<file path="src/logic/cap_pkg.sv">
// Package with constants and carrier types of the timer slice capture block
package cap_pkg;
  localparam int          TIMER_W       = 16;
  localparam int          SEL_W         = 2;
  localparam int          NUM_REGS      = 4;
  localparam logic [1:0]  SEL_UNUSED    = 2'h0;
  localparam logic [15:0] TIMER_RST     = 16'h0000;
  localparam logic [15:0] PERIOD_RST    = 16'hffff;

  typedef struct packed {
    logic [SEL_W-1:0] trigger0_select;
    logic [SEL_W-1:0] trigger1_select;
    logic             depth4_mode;
    logic             timer_run;
  } slice_connection_control_type;

  typedef struct packed {
    logic [NUM_REGS-1:0][TIMER_W-1:0] cap;
    logic [NUM_REGS-1:0]              full;
    logic [TIMER_W-1:0]               timer;
    logic                             period_irq;
    logic                             period_match;
  } state_type;
endpackage : cap_pkg

</file>
<file path="src/logic/timer_slice_capture_fifo.sv">
// Capture side of one timer slice: timer, capture FIFOs, period event
`timescale 1ns/1ns
module timer_slice_capture_fifo #(
  parameter logic [15:0] PERIOD_DEFAULT = cap_pkg::PERIOD_RST
) (
  // Clock and reset
  input  wire logic                                  ref_clk_i,
  input  wire logic                                  rst_i,
  // Configuration
  input  wire cap_pkg::slice_connection_control_type ctrl_i,
  input  wire logic [cap_pkg::TIMER_W-1:0]           period_i,
  // Trigger events, one-cycle pulses
  input  wire logic                                  trigger0_i,
  input  wire logic                                  trigger1_i,
  // Capture results
  output logic [cap_pkg::NUM_REGS-1:0][cap_pkg::TIMER_W-1:0] cap_o,
  output logic [cap_pkg::NUM_REGS-1:0]               full_o,
  output logic [cap_pkg::TIMER_W-1:0]                timer_o,
  // Period event
  output logic                                       period_irq_o
);

  cap_pkg::state_type s_q;
  cap_pkg::state_type s_d;

  //////////////////////////////////////////////////////////////////////////
  // Local carrier types
  typedef logic [cap_pkg::TIMER_W-1:0]       value_type;
  typedef value_type [1:0]                   pair_type;
  typedef value_type [cap_pkg::NUM_REGS-1:0] quad_type;

  //////////////////////////////////////////////////////////////////////////
  // Decoding helpers

  // An all-zero selection field leaves its trigger unconnected, except trigger 1 in depth-4 mode
  function automatic logic select_active(
    input logic [cap_pkg::SEL_W-1:0] sel
  );
    return (sel != cap_pkg::SEL_UNUSED);
  endfunction : select_active

  // Trigger 0 has no registers of its own in depth-4 mode
  function automatic logic trigger0_enabled(
    input cap_pkg::slice_connection_control_type ctrl
  );
    logic enabled;
    enabled = select_active(ctrl.trigger0_select);
    if (ctrl.depth4_mode) begin
      enabled = 1'b0;
    end
    return enabled;
  endfunction : trigger0_enabled

  // Depth-4 mode listens on trigger 1 whatever its selection
  function automatic logic trigger1_enabled(
    input cap_pkg::slice_connection_control_type ctrl
  );
    logic enabled;
    enabled = select_active(ctrl.trigger1_select);
    if (ctrl.depth4_mode) begin
      enabled = 1'b1;
    end
    return enabled;
  endfunction : trigger1_enabled

  // Matches the affected silicon: any use of trigger 1 masks the event
  function automatic logic period_irq_enabled(
    input cap_pkg::slice_connection_control_type ctrl
  );
    logic enabled;
    enabled = 1'b1;
    if (ctrl.depth4_mode) begin
      enabled = 1'b0;
    end else if (select_active(ctrl.trigger1_select)) begin
      enabled = 1'b0;
    end
    return enabled;
  endfunction : period_irq_enabled

  //////////////////////////////////////////////////////////////////////////
  // Timer and FIFO helpers

  // A period lowered below the count lets the timer roll over first
  function automatic value_type timer_next(
    input value_type count,
    input logic      wrap
  );
    value_type result;
    if (wrap) begin
      result = cap_pkg::TIMER_RST;
    end else begin
      result = count + 16'h0001;
    end
    return result;
  endfunction : timer_next

  // Entry 1 newest, entry 0 oldest; a full pair drops its oldest value
  function automatic pair_type push_pair(
    input pair_type  entries,
    input value_type value
  );
    pair_type result;
    result[0] = entries[1];
    result[1] = value;
    return result;
  endfunction : push_pair

  function automatic logic [1:0] mark_pair(
    input logic [1:0] flags
  );
    return {1'b1, flags[1]};
  endfunction : mark_pair

  // Top entry newest, entry 0 oldest
  function automatic quad_type push_quad(
    input quad_type  entries,
    input value_type value
  );
    quad_type result;
    for (int i = 0; i < cap_pkg::NUM_REGS - 1; i++) begin
      result[i] = entries[i+1];
    end
    result[cap_pkg::NUM_REGS-1] = value;
    return result;
  endfunction : push_quad

  function automatic logic [cap_pkg::NUM_REGS-1:0] mark_quad(
    input logic [cap_pkg::NUM_REGS-1:0] flags
  );
    return {1'b1, flags[cap_pkg::NUM_REGS-1:1]};
  endfunction : mark_quad

  //////////////////////////////////////////////////////////////////////////
  // Trigger qualification
  logic t0_used;
  logic t1_used;
  logic t0_fire;
  logic t1_fire;
  logic irq_allowed;
  logic at_period;

  assign t0_used     = trigger0_enabled(ctrl_i);
  assign t1_used     = trigger1_enabled(ctrl_i);
  assign t0_fire     = t0_used && trigger0_i;
  assign t1_fire     = t1_used && trigger1_i;
  assign irq_allowed = period_irq_enabled(ctrl_i);
  assign at_period   = ctrl_i.timer_run && (s_q.timer == period_i);

  //////////////////////////////////////////////////////////////////////////
  // Depth-2 pairs: trigger 0 owns entries 1..0, trigger 1 owns 3..2
  logic [1:0]      pair_fire;
  pair_type [1:0]  pair_cap_d;
  logic [1:0][1:0] pair_full_d;

  assign pair_fire = {t1_fire, t0_fire};

  for (genvar p = 0; p < 2; p++) begin : g_pair
    assign pair_cap_d[p] = push_pair(s_q.cap[2*p+1 -: 2], s_q.timer);
    assign pair_full_d[p] = mark_pair(s_q.full[2*p+1 -: 2]);
  end

  //////////////////////////////////////////////////////////////////////////
  // Depth-4 chain over all entries
  quad_type                     quad_cap_d;
  logic [cap_pkg::NUM_REGS-1:0] quad_full_d;

  assign quad_cap_d  = push_quad(s_q.cap, s_q.timer);
  assign quad_full_d = mark_quad(s_q.full);

  //////////////////////////////////////////////////////////////////////////
  // Next state
  always_comb begin
    s_d              = s_q;
    s_d.period_irq   = 1'b0;
    s_d.period_match = at_period;
    if (ctrl_i.timer_run) begin
      s_d.timer = timer_next(s_q.timer, at_period);
    end
    if (at_period && irq_allowed) begin
      s_d.period_irq = 1'b1;
    end
    if (ctrl_i.depth4_mode) begin
      if (t1_fire) begin
        s_d.cap  = quad_cap_d;
        s_d.full = quad_full_d;
      end
    end else begin
      if (pair_fire[0]) begin
        s_d.cap[1:0]  = pair_cap_d[0];
        s_d.full[1:0] = pair_full_d[0];
      end
      if (pair_fire[1]) begin
        s_d.cap[3:2]  = pair_cap_d[1];
        s_d.full[3:2] = pair_full_d[1];
      end
    end
  end

  //////////////////////////////////////////////////////////////////////////
  // State register
  always_ff @(posedge ref_clk_i or posedge rst_i) begin
    if (rst_i) begin
      s_q <= '0;
    end else begin
      s_q <= s_d;
    end
  end

  //////////////////////////////////////////////////////////////////////////
  // Outputs straight from state
  assign cap_o        = s_q.cap;
  assign full_o       = s_q.full;
  assign timer_o      = s_q.timer;
  assign period_irq_o = s_q.period_irq;

endmodule : timer_slice_capture_fifo

</file>
<file path="config.mk">
export PLATFORM = sky130hd
export DESIGN_NAME = timer_slice_capture_fifo
export DESIGN_NICKNAME = d
export VERILOG_FILES = /design/src/logic/cap_pkg.sv /design/src/logic/timer_slice_capture_fifo.sv
export SDC_FILE = /design/constraint.sdc
export NUM_CORES = 1
export LEC_CHECK = 0
export BUFFER_PORTS_ARGS = -buffer_cell sky130_fd_sc_hd__buf_2
export CAP_MARGIN = 0
export CORE_MARGIN = 2
export CORE_UTILIZATION = 57
export CTS_CLUSTER_DIAMETER = 60
export CTS_CLUSTER_SIZE = 10
export DETAILED_ROUTE_END_ITERATION = 8
export GPL_TIMING_DRIVEN = 1
export PLACE_DENSITY = 0.87
export REMOVE_ABC_BUFFERS = 1
export SLEW_MARGIN = 10
export SYNTH_ARGS = -nofsm -noshare
export SYNTH_HDL_FRONTEND = slang
export SYNTH_SLANG_ARGS = --single-unit
export TNS_END_PERCENT = 5
</file>
<file path="constraint.sdc">
create_clock -name ref_clk_i -period 4.15 [get_ports ref_clk_i]
set_input_delay 0.83 -clock ref_clk_i [delete_from_list [all_inputs] [get_ports ref_clk_i]]
set_output_delay 0.83 -clock ref_clk_i [all_outputs]
set_load 0.02 [all_outputs]
</file>
==> results of run 1 <==
==> registers in the layout, summed over array words and instances (netlist names) <==
register / count
period_irq_o: 1
timer_o: 16
cap_o: 64
full_o: 4
==> power groups by stage <==
stage	clock network, mW	logic (mW)	registers, mW
6_report	0.692	0.680	1.14
4_1_cts	0.705	0.691	1.14
5_1_grt	0.743	0.737	1.16
3_5_place_dp	0	0.689	1.15
3_3_place_gp	0	0.665	1.14
2_1_floorplan	0	0.257	1.32
==> per-layer routing <==
| layer | global-route usage | vias to the layer above | part of all wire |
|---|---|---|---|
| li1 | - | 1196 | - |
| met1 | 0.245 | 1257 | 0.43 |
| met2 | 0.355 | 80 | 0.51 |
| met3 | 0.0364 | 15 | 0.043 |
| met4 | 0.0758 | 0 | 0.021 |
| met5 | 0 | - | 0 |
==> per-stage QoR <==
stage                     instances  power, mW  area [um2]  hold WS (ps)
final                           496       2.51        4560           481
after global routing            496       2.64        4560           513
after CTS                       496       2.53        4560           487
after detailed placement        480       1.84        4320           468
after global placement          480       1.81        4320           459
after floorplan                 270       1.57        3610           590
==> area by class of cell <==
type | count | share of cell area
clock buffers | 12 | 0.0319
clock inverters | 4 | 0.0209
inverters | 2 | 0.00220
multi-input cells | 183 | 0.325
flip-flops and latches | 85 | 0.467
well taps | 96 | 0.0264
repair buffers | 114 | 0.127
==> cells by family after synthesis <==
logic type	Yosys count	share of synthesized area
flops	85	0.521
buf+inv	71	0.118
mux	66	0.177
simple gates	64	0.0851
xor+xnor	31	0.0665
compound gates	21	0.0303
fa+ha+maj	1	0.00306
==> cell usage after synthesis (2+ instances only) <==
master     n
mux2i_1   17
o21ai_1   11
mux2_1    21
buf_4     50
buf_6      2
nand2_1   24
o21ai_0    7
buf_2      9
nand4_1    7
and3_1     3
xnor2_1   18
nand3_1    3
nor3_1     2
mux2_2    28
nor2_1    10
dfrtp_1   85
xor2_1    13
clkbuf_1   8
inv_1      2
nor2_2    10
==> worst min-delay path: cells and delay by family (launching register included) <==
family           cells  cell delay (ps)
flip-flops           1              350
AO/OA/AOI/OAI        1               60
AND/OR/NAND/NOR      1               40
==> worst min-delay path by stage <==
stage | cells after the start | endpoint
2_1_floorplan | 2 | full_o[0]$_DFFE_PP0P_
3_3_place_gp | 2 | full_o[0]$_DFFE_PP0P_
3_5_place_dp | 2 | full_o[0]$_DFFE_PP0P_
4_1_cts | 2 | full_o[0]$_DFFE_PP0P_
5_1_grt | 1 | cap_o[7]$_DFFE_PP0P_
6_report | 2 | full_o[0]$_DFFE_PP0P_
==> impl_metrics.py, run 1 <==
metrics = {
    "floorplan": {
        "die_area_um2": 7860,
        "rows": 30,
        "fp.dieW_um": 88.7,
        "start_util": 0.595,
        "ios": 111,
        "die_h_um": 88.7,
        "coreArea_um2": 6870,
    },
    "global_routing": {
        "grt.overflow.total": 0,
        "grt_usage": 0.201,
        "grt_max_degree": 65,
        "grt_pass1_wl_um": 12100,
        "antenna_found_initial": 0,
        "grt_pass1_vias": 2480,
    },
    "cells_and_area": {
        "n_fill_cell": 535,
        "layout_common_cells": "110 x buf_2, 85 x dfrtp_1, 28 x mux2_2, 24 x nand2_1, 21 x mux2_1",
        "ff_latch_area_um2": 2130,
        "post-route-util": 0.663,
        "syn_to_final_growth_pct": 11.5,
        "antennaDiodeCount": 0,
        "fin_nets": 422,
        "multi_input_area_um2": 1480,
        "final_common_cell": "buf_2",
        "drive_above_1_share": 0.430,
    },
    "sta": {
        "max_slew.worst_pin.slew_ps": 940,
        "finalCriticalPeriod_ps": 2450,
        "maxSlewHeadroom": 0.373,
        "clock_skew_ps": 7.00,
        "setup_viol": 0,
        "setup_slack_ps": 1700,
        "final.setup.tns_ps": 0,
        "hold_viol_final": 0,
        "rsz0062_at_grt": "false",
        "finalCritPeriodShare": 0.591,
        "max_freq_mhz": 408,
        "maxSlewViolCount": 0,
    },
    "worst_hold_path": {
        "hp-class": "flip-flop to flip-flop",
        "hold_start": "full_o[0]$_DFFE_PP0P_",
    },
    "power_and_ir_drop": {
        "clkPwrFrac": 0.276,
        "leakage_nw": 2.40,
        "combPwrFrac": 0.271,
        "seq_power_share": 0.453,
        "vdd_drop_max_mv": 0.331,
        "power_switching_share": 0.334,
        "intPower_mw": 1.67,
        "p_sw_uw": 838,
        "powerDensity_nw_per_um2": 550,
    },
    "logic_synthesis": {
        "synth_flop_cell": "dfrtp_1",
        "synthesis.area_um2": 4090,
        "synth_cell_types": 29,
        "synth_top_area_frac": 0.521,
        "ys_top_cells_by_area": "dfrtp_1 52%, buf_4 9.2%, mux2_2 7.7%",
        "yosys_warnings": 0,
        "synth_area_per_cell_um2": 12.1,
        "seq_area_frac_synth": 0.521,
        "async_flop_share": 1.00,
        "yosys.area.top_type": "dfrtp_1",
        "ys_seq_elements": 85,
        "syn_inst": 339,
        "synth_edf_count": 0,
    },
    "placed_design": {
        "dp_hpwl_um": 5540,
        "portBuffers": 110,
        "gp_congestion": 0.796,
        "dp_slack_ps": 1350,
    },
    "status": {
        "status": "complete, no violations",
    },
    "detailed_routing": {
        "route.detailed.drc": 0,
        "first_pass_iters": 4,
        "wire_per_inst_um": 15.6,
        "routed_via_density": 5.14,
        "drt_iter0_drc": 116,
        "vias": 2548,
        "routed_wl_um": 7740,
        "postRouteAntennaNets": 0,
    },
    "critical_path": {
        "end_kind": "flip-flop",
        "cp.required_ps": 4370,
        "setup.worst_path.start": "ctrl_i[1]",
        "crit_family": "compound AO/OA/AOI/OAI gates",
        "r2r_start": "timer_o[3]$_DFFE_PP0P_",
        "cp.buffers_inverters": 1,
        "crit_chain": "buf_2, o21a_2, mux2_2",
        "ff2ff_path_depth": 6,
        "start_kind": "input port",
        "path_class": "input port to flip-flop",
        "rr_endpoint": "timer_o[9]$_DFFE_PP0P_",
        "critPathMaxStageDelay_ps": 860,
        "cp_max_fo": 48,
        "cp.depth": 3,
        "critPathSlowestCell": "o21a_2",
        "rrSetupSlack_ps": 1970,
        "worst_ep_arrival_time_ps": 2680,
        "setup.worst_path.end": "cap_o[12]$_DFFE_PP0P_",
    },
    "clocking": {
        "cts_tree": "yes",
        "clk_pin_slew_ps": 80,
        "cts_buffers": 9,
        "post_cts_resize_count": 0,
        "clock-sinks": 85,
        "h-tree-depth": 3,
        "cts_setup_buffers": 0,
        "cts_hold_buf": 0,
        "root_buffer": "clkbuf_8",
        "cts_max_path_buffers": 2,
        "clock_latency_ps": 330,
    },
    "flow_run": {
        "maxCapViolations": 0,
    },
}
Power figures use the tool's default switching activity.
==> run 2, diff against run 1 <==
--- a/config.mk
+++ b/config.mk
@@ -8,12 +8,12 @@
 export BUFFER_PORTS_ARGS = -buffer_cell sky130_fd_sc_hd__buf_2
 export CAP_MARGIN = 0
 export CORE_MARGIN = 2
-export CORE_UTILIZATION = 57
+export CORE_UTILIZATION = 52
 export CTS_CLUSTER_DIAMETER = 60
 export CTS_CLUSTER_SIZE = 10
 export DETAILED_ROUTE_END_ITERATION = 8
 export GPL_TIMING_DRIVEN = 1
-export PLACE_DENSITY = 0.87
+export PLACE_DENSITY = 0.8
 export REMOVE_ABC_BUFFERS = 1
 export SLEW_MARGIN = 10
 export SYNTH_ARGS = -nofsm -noshare
==> constraint.sdc (replaced) <==
create_clock -name ref_clk_i -period 2.6 [get_ports ref_clk_i]
set_input_delay 0.52 -clock ref_clk_i [delete_from_list [all_inputs] [get_ports ref_clk_i]]
set_output_delay 0.52 -clock ref_clk_i [all_outputs]
set_load 0.02 [all_outputs]
==> impl_metrics.py, run 2 (synthesis results as in run 1) <==
metrics = {
    "status": {
        "status": "complete, no violations",
    },
    "floorplan": {
        "coreArea_um2": 7690,
        "fp.dieW_um": 92.6,
        "die_h_um": 92.6,
        "rows": 32,
        "die_area_um2": 8580,
        "ios": 111,
        "start_util": 0.531,
    },
    "clocking": {
        "root_buffer": "clkbuf_8",
        "cts_buffers": 9,
        "clock_latency_ps": 340,
        "clock-sinks": 85,
        "cts_tree": "yes",
        "cts_setup_buffers": 0,
        "clk_pin_slew_ps": 80,
        "cts_max_path_buffers": 2,
        "post_cts_resize_count": 0,
        "cts_hold_buf": 0,
        "h-tree-depth": 3,
    },
    "sta": {
        "hold_viol_final": 0,
        "rsz0062_at_grt": "false",
        "hold_slack_ps": 152,
        "finalCritPeriodShare": 0.764,
        "max_freq_mhz": 503,
        "final.setup.tns_ps": 0,
        "maxSlewHeadroom": 0.700,
        "maxSlewViolCount": 0,
        "finalCriticalPeriod_ps": 1990,
        "setup_viol": 0,
        "clock_skew_ps": 8.93,
        "max_slew.worst_pin.slew_ps": 450,
        "setup_slack_ps": 614,
    },
    "critical_path": {
        "cp.required_ps": 2850,
        "rrSetupSlack_ps": 610,
        "path_class": "flip-flop to flip-flop",
        "cp_max_fo": 8,
        "rr_endpoint": "period_irq_o$_DFF_PP0_",
        "start_kind": "flip-flop",
        "worst_ep_arrival_time_ps": 2230,
        "r2r_start": "timer_o[13]$_DFFE_PP0P_",
        "ff2ff_path_depth": 6,
        "end_kind": "flip-flop",
    },
    "detailed_routing": {
        "first_pass_iters": 4,
        "drt-met1-wl_um": 3370,
        "routed_via_density": 4.98,
        "drt_iter0_drc": 79,
        "route.detailed.drc": 0,
        "wl_met2_um": 3500,
        "wire_per_inst_um": 14.8,
        "postRouteAntennaNets": 0,
        "highest_layer": "met4",
        "dr_wl_met3_um": 416,
        "routed_wl_um": 7490,
        "vias": 2527,
    },
    "cells_and_area": {
        "antennaDiodeCount": 0,
        "fin_nets": 428,
        "layout_common_cells": "110 x buf_2, 85 x dfrtp_1, 28 x mux2_2, 24 x nand2_1, 21 x mux2_1",
        "drive_above_1_share": 0.440,
        "final_common_cell": "buf_2",
        "syn_to_final_growth_pct": 12.2,
        "largest_reg_flops": 64,
    },
    "global_routing": {
        "antenna_found_initial": 0,
        "grt.overflow.total": 0,
        "grt_max_degree": 35,
        "grt_usage": 0.183,
        "grt_pass1_wl_um": 12400,
        "grt_pass1_vias": 2502,
    },
    "placed_design": {
        "gp_congestion": 0.794,
        "dp_hpwl_um": 5530,
        "portBuffers": 110,
        "dp_slack_ps": 461,
    },
    "power_and_ir_drop": {
        "power_mw": 3.90,
        "powerDensity_nw_per_um2": 852,
        "leakage_nw": 2.41,
        "vdd_drop_max_mv": 0.424,
    },
    "flow_run": {
        "maxCapViolations": 0,
    },
    "worst_hold_path": {
        "hp-class": "input port to asynchronous set/reset pin",
    },
}
==> run 2: how the worst max path moves through the flow <==
stage / slack, ps / from / depth (start not counted) / end
after floorplan: -110 / rst_i / 1 / cap_o[0]$_DFFE_PP0P_
after global placement: 530 / period_i[15] / 7 / period_irq_o$_DFF_PP0_
after detailed placement: 460 / period_i[15] / 7 / period_irq_o$_DFF_PP0_
after CTS: 570 / timer_o[13]$_DFFE_PP0P_ / 6 / period_irq_o$_DFF_PP0_
after global routing: 500 / timer_o[13]$_DFFE_PP0P_ / 6 / period_irq_o$_DFF_PP0_
final: 610 / timer_o[13]$_DFFE_PP0P_ / 6 / period_irq_o$_DFF_PP0_
==> run 2: report_power, final <==
| group | switching [mW] | internal, mW | leakage (nW) | total, mW |
|---|---|---|---|---|
| logic | 0.661 | 0.447 | 1.19 | 1.11 |
| registers | 0.225 | 1.57 | 1.12 | 1.79 |
| clock network | 0.443 | 0.561 | 0.105 | 1.00 |
| total | 1.33 | 2.57 | 2.41 | 3.90 |
==> run 2: final cells by class <==
class	count	area (um2)
clock buffers	11	141
multi-input cells	183	1480
well taps	102	128
clock inverters	4	72.6
inverters	2	8.76
fillers	666	3110
flip-flops and latches	85	2130
repair buffers	120	626
==> run 2: layer usage <==
metal | track usage | up-vias
li1 | - | 1203
met1 | 0.249 | 1227
met2 | 0.283 | 78
met3 | 0.0358 | 19
met4 | 0.0882 | 0
met5 | 0 | -
==> run 2: metrics by stage <==
stage | instances | instance area (um2) | util
6_report | 507 | 4580 | 0.596
3_5_place_dp | 492 | 4370 | 0.568
3_3_place_gp | 492 | 4370 | 0.568
2_1_floorplan | 270 | 3610 | -
4_1_cts | 507 | 4580 | 0.596
5_1_grt | 507 | 4580 | 0.596
==> run 2: critical path, cell delays in order, from the launching register on <==
cell,delay [ps]
dfrtp_1,470
xor2_1,200
nor4_1,370
nand4_1,210
nor4_4,220
buf_4,230
nor4b_4,200
==> run 3, diff against run 2 <==
==> constraint.sdc (replaced) <==
create_clock -name ref_clk_i -period 1.95 [get_ports ref_clk_i]
set_input_delay 0.39 -clock ref_clk_i [delete_from_list [all_inputs] [get_ports ref_clk_i]]
set_output_delay 0.39 -clock ref_clk_i [all_outputs]
set_load 0.02 [all_outputs]
==> impl_metrics.py, run 3 (synthesis results as in run 1) <==
metrics = {
    "cells_and_area": {
        "layout_common_cells": "110 x buf_2, 85 x dfrtp_1, 28 x mux2_2, 24 x nand2_1, 21 x mux2_1",
        "drive_above_1_share": 0.453,
        "n_fill_cell": 651,
        "fin_nets": 438,
        "post-route-util": 0.609,
        "final_common_cell": "buf_2",
        "antennaDiodeCount": 0,
        "syn_to_final_growth_pct": 14.5,
        "largest_reg_flops": 64,
    },
    "sta": {
        "maxSlewViolCount": 0,
        "finalCritPeriodShare": 0.907,
        "setup_viol": 0,
        "max_freq_mhz": 565,
        "hold_viol_final": 0,
        "maxSlewHeadroom": 0.691,
        "max_slew.worst_pin.slew_ps": 460,
        "rsz0062_at_grt": "false",
        "clock_skew_ps": 5.80,
        "finalCriticalPeriod_ps": 1770,
    },
    "critical_path": {
        "ff2ff_path_depth": 6,
        "start_kind": "flip-flop",
        "path_class": "flip-flop to flip-flop",
        "end_kind": "flip-flop",
        "worst_ep_arrival_time_ps": 2010,
        "cp.required_ps": 2190,
        "cp_max_fo": 7,
    },
    "global_routing": {
        "grt.overflow.total": 0,
        "grt_max_degree": 55,
        "antenna_found_initial": 0,
        "grt_usage": 0.190,
        "grt_pass1_wl_um": 12700,
        "grt_pass1_vias": 2536,
    },
    "detailed_routing": {
        "wire_per_inst_um": 15.1,
        "vias": 2563,
        "drt_iter0_drc": 63,
        "routed_via_density": 4.96,
        "first_pass_iters": 4,
        "route.detailed.drc": 0,
        "routed_wl_um": 7790,
        "postRouteAntennaNets": 0,
    },
    "clocking": {
        "cts_tree": "yes",
        "cts_max_path_buffers": 2,
        "h-tree-depth": 3,
        "clock-sinks": 85,
        "root_buffer": "clkbuf_8",
        "cts_setup_buffers": 0,
        "cts_buffers": 9,
        "clk_pin_slew_ps": 80,
        "clock_latency_ps": 340,
    },
    "placed_design": {
        "gp_congestion": 0.811,
        "portBuffers": 110,
        "dp_hpwl_um": 5920,
    },
    "status": {
        "status": "complete, no violations",
    },
    "floorplan": {
        "coreArea_um2": 7690,
        "die_h_um": 92.6,
        "start_util": 0.531,
        "fp.dieW_um": 92.6,
        "rows": 32,
        "ios": 111,
        "die_area_um2": 8580,
    },
    "power_and_ir_drop": {
        "power_mw": 5.23,
        "powerDensity_nw_per_um2": 1120,
        "leakage_nw": 2.47,
        "vdd_drop_max_mv": 0.693,
    },
    "flow_run": {
        "maxCapViolations": 0,
    },
    "worst_hold_path": {
        "hp-class": "input port to asynchronous set/reset pin",
    },
}
run 3: cell types whose count changed in the layout (fill, tap and decap cells not counted), sizes merged:
cell	change
buf	+10
clkinv	+1
clkinvlp	-1
run 3: worst paths after layout:
path | endpoint | slack (ps) | startpoint
max in group asynchronous | cap_o[59]$_DFFE_PP0P_ | 1520 | rst_i
worst max-delay path | timer_o[14]$_DFFE_PP0P_ | 180 | timer_o[0]$_DFFE_PP0P_
worst max register to register | timer_o[14]$_DFFE_PP0P_ | 180 | timer_o[0]$_DFFE_PP0P_
min in group ref_clk_i | period_irq_o$_DFF_PP0_ | 310 | ctrl_i[3]
worst min-delay path | cap_o[21]$_DFFE_PP0P_ | 70 | rst_i
worst min register to register | full_o[0]$_DFFE_PP0P_ | 480 | full_o[0]$_DFFE_PP0P_
run 3: worst max-delay path: stages (launching register included):
cell     delay [ps]
dfrtp_1         510
ha_1            260
nand3_1         110
nor3_1          380
nand3_1         150
xor2_1          210
nor2_2           40
run 3: metrics by stage:
step           setup WS (ps)  area (um2)  hold WS, ps  instances  setup TNS, ps
2_1_floorplan           -633        3610          453        270         -56040
3_3_place_gp            46.1        4470          456        502              0
3_5_place_dp            23.0        4470          459        502              0
4_1_cts                 70.2        4670         74.2        517              0
5_1_grt                 16.2        4680         84.0        517              0
6_report                 181        4680         71.3        517              0
run 3: repair_timing:
item	CTS	global route
endpoints found under the hold margin	0	0
resized for setup	0	1
endpoints found under the setup margin	0	17
hold buffers	0	0
run 3: cell type report:
type                    count  area, um2  share of cell area
clock buffers              11        131              0.0281
clock inverters             4       73.8              0.0158
inverters                   2       8.76             0.00187
multi-input cells         183       1490               0.317
flip-flops and latches     85       2130               0.455
well taps                 102        128              0.0273
repair buffers            130        726               0.155
run 3: metal layers:
| layer | GRT usage | wire (um) |
|---|---|---|
| met1 | 0.252 | 3520 |
| met2 | 0.305 | 3760 |
| met3 | 0.0382 | 421 |
| met4 | 0.0821 | 87 |
| met5 | 0 | 0 |
run 3: report_power, final:
part           leakage [nW]  switching (mW)  total, mW  internal, mW
combinational          1.25           0.912       1.55         0.635
sequential             1.12           0.295       2.38          2.09
clock                 0.103           0.582       1.30         0.716
total                  2.47            1.79       5.23          3.44
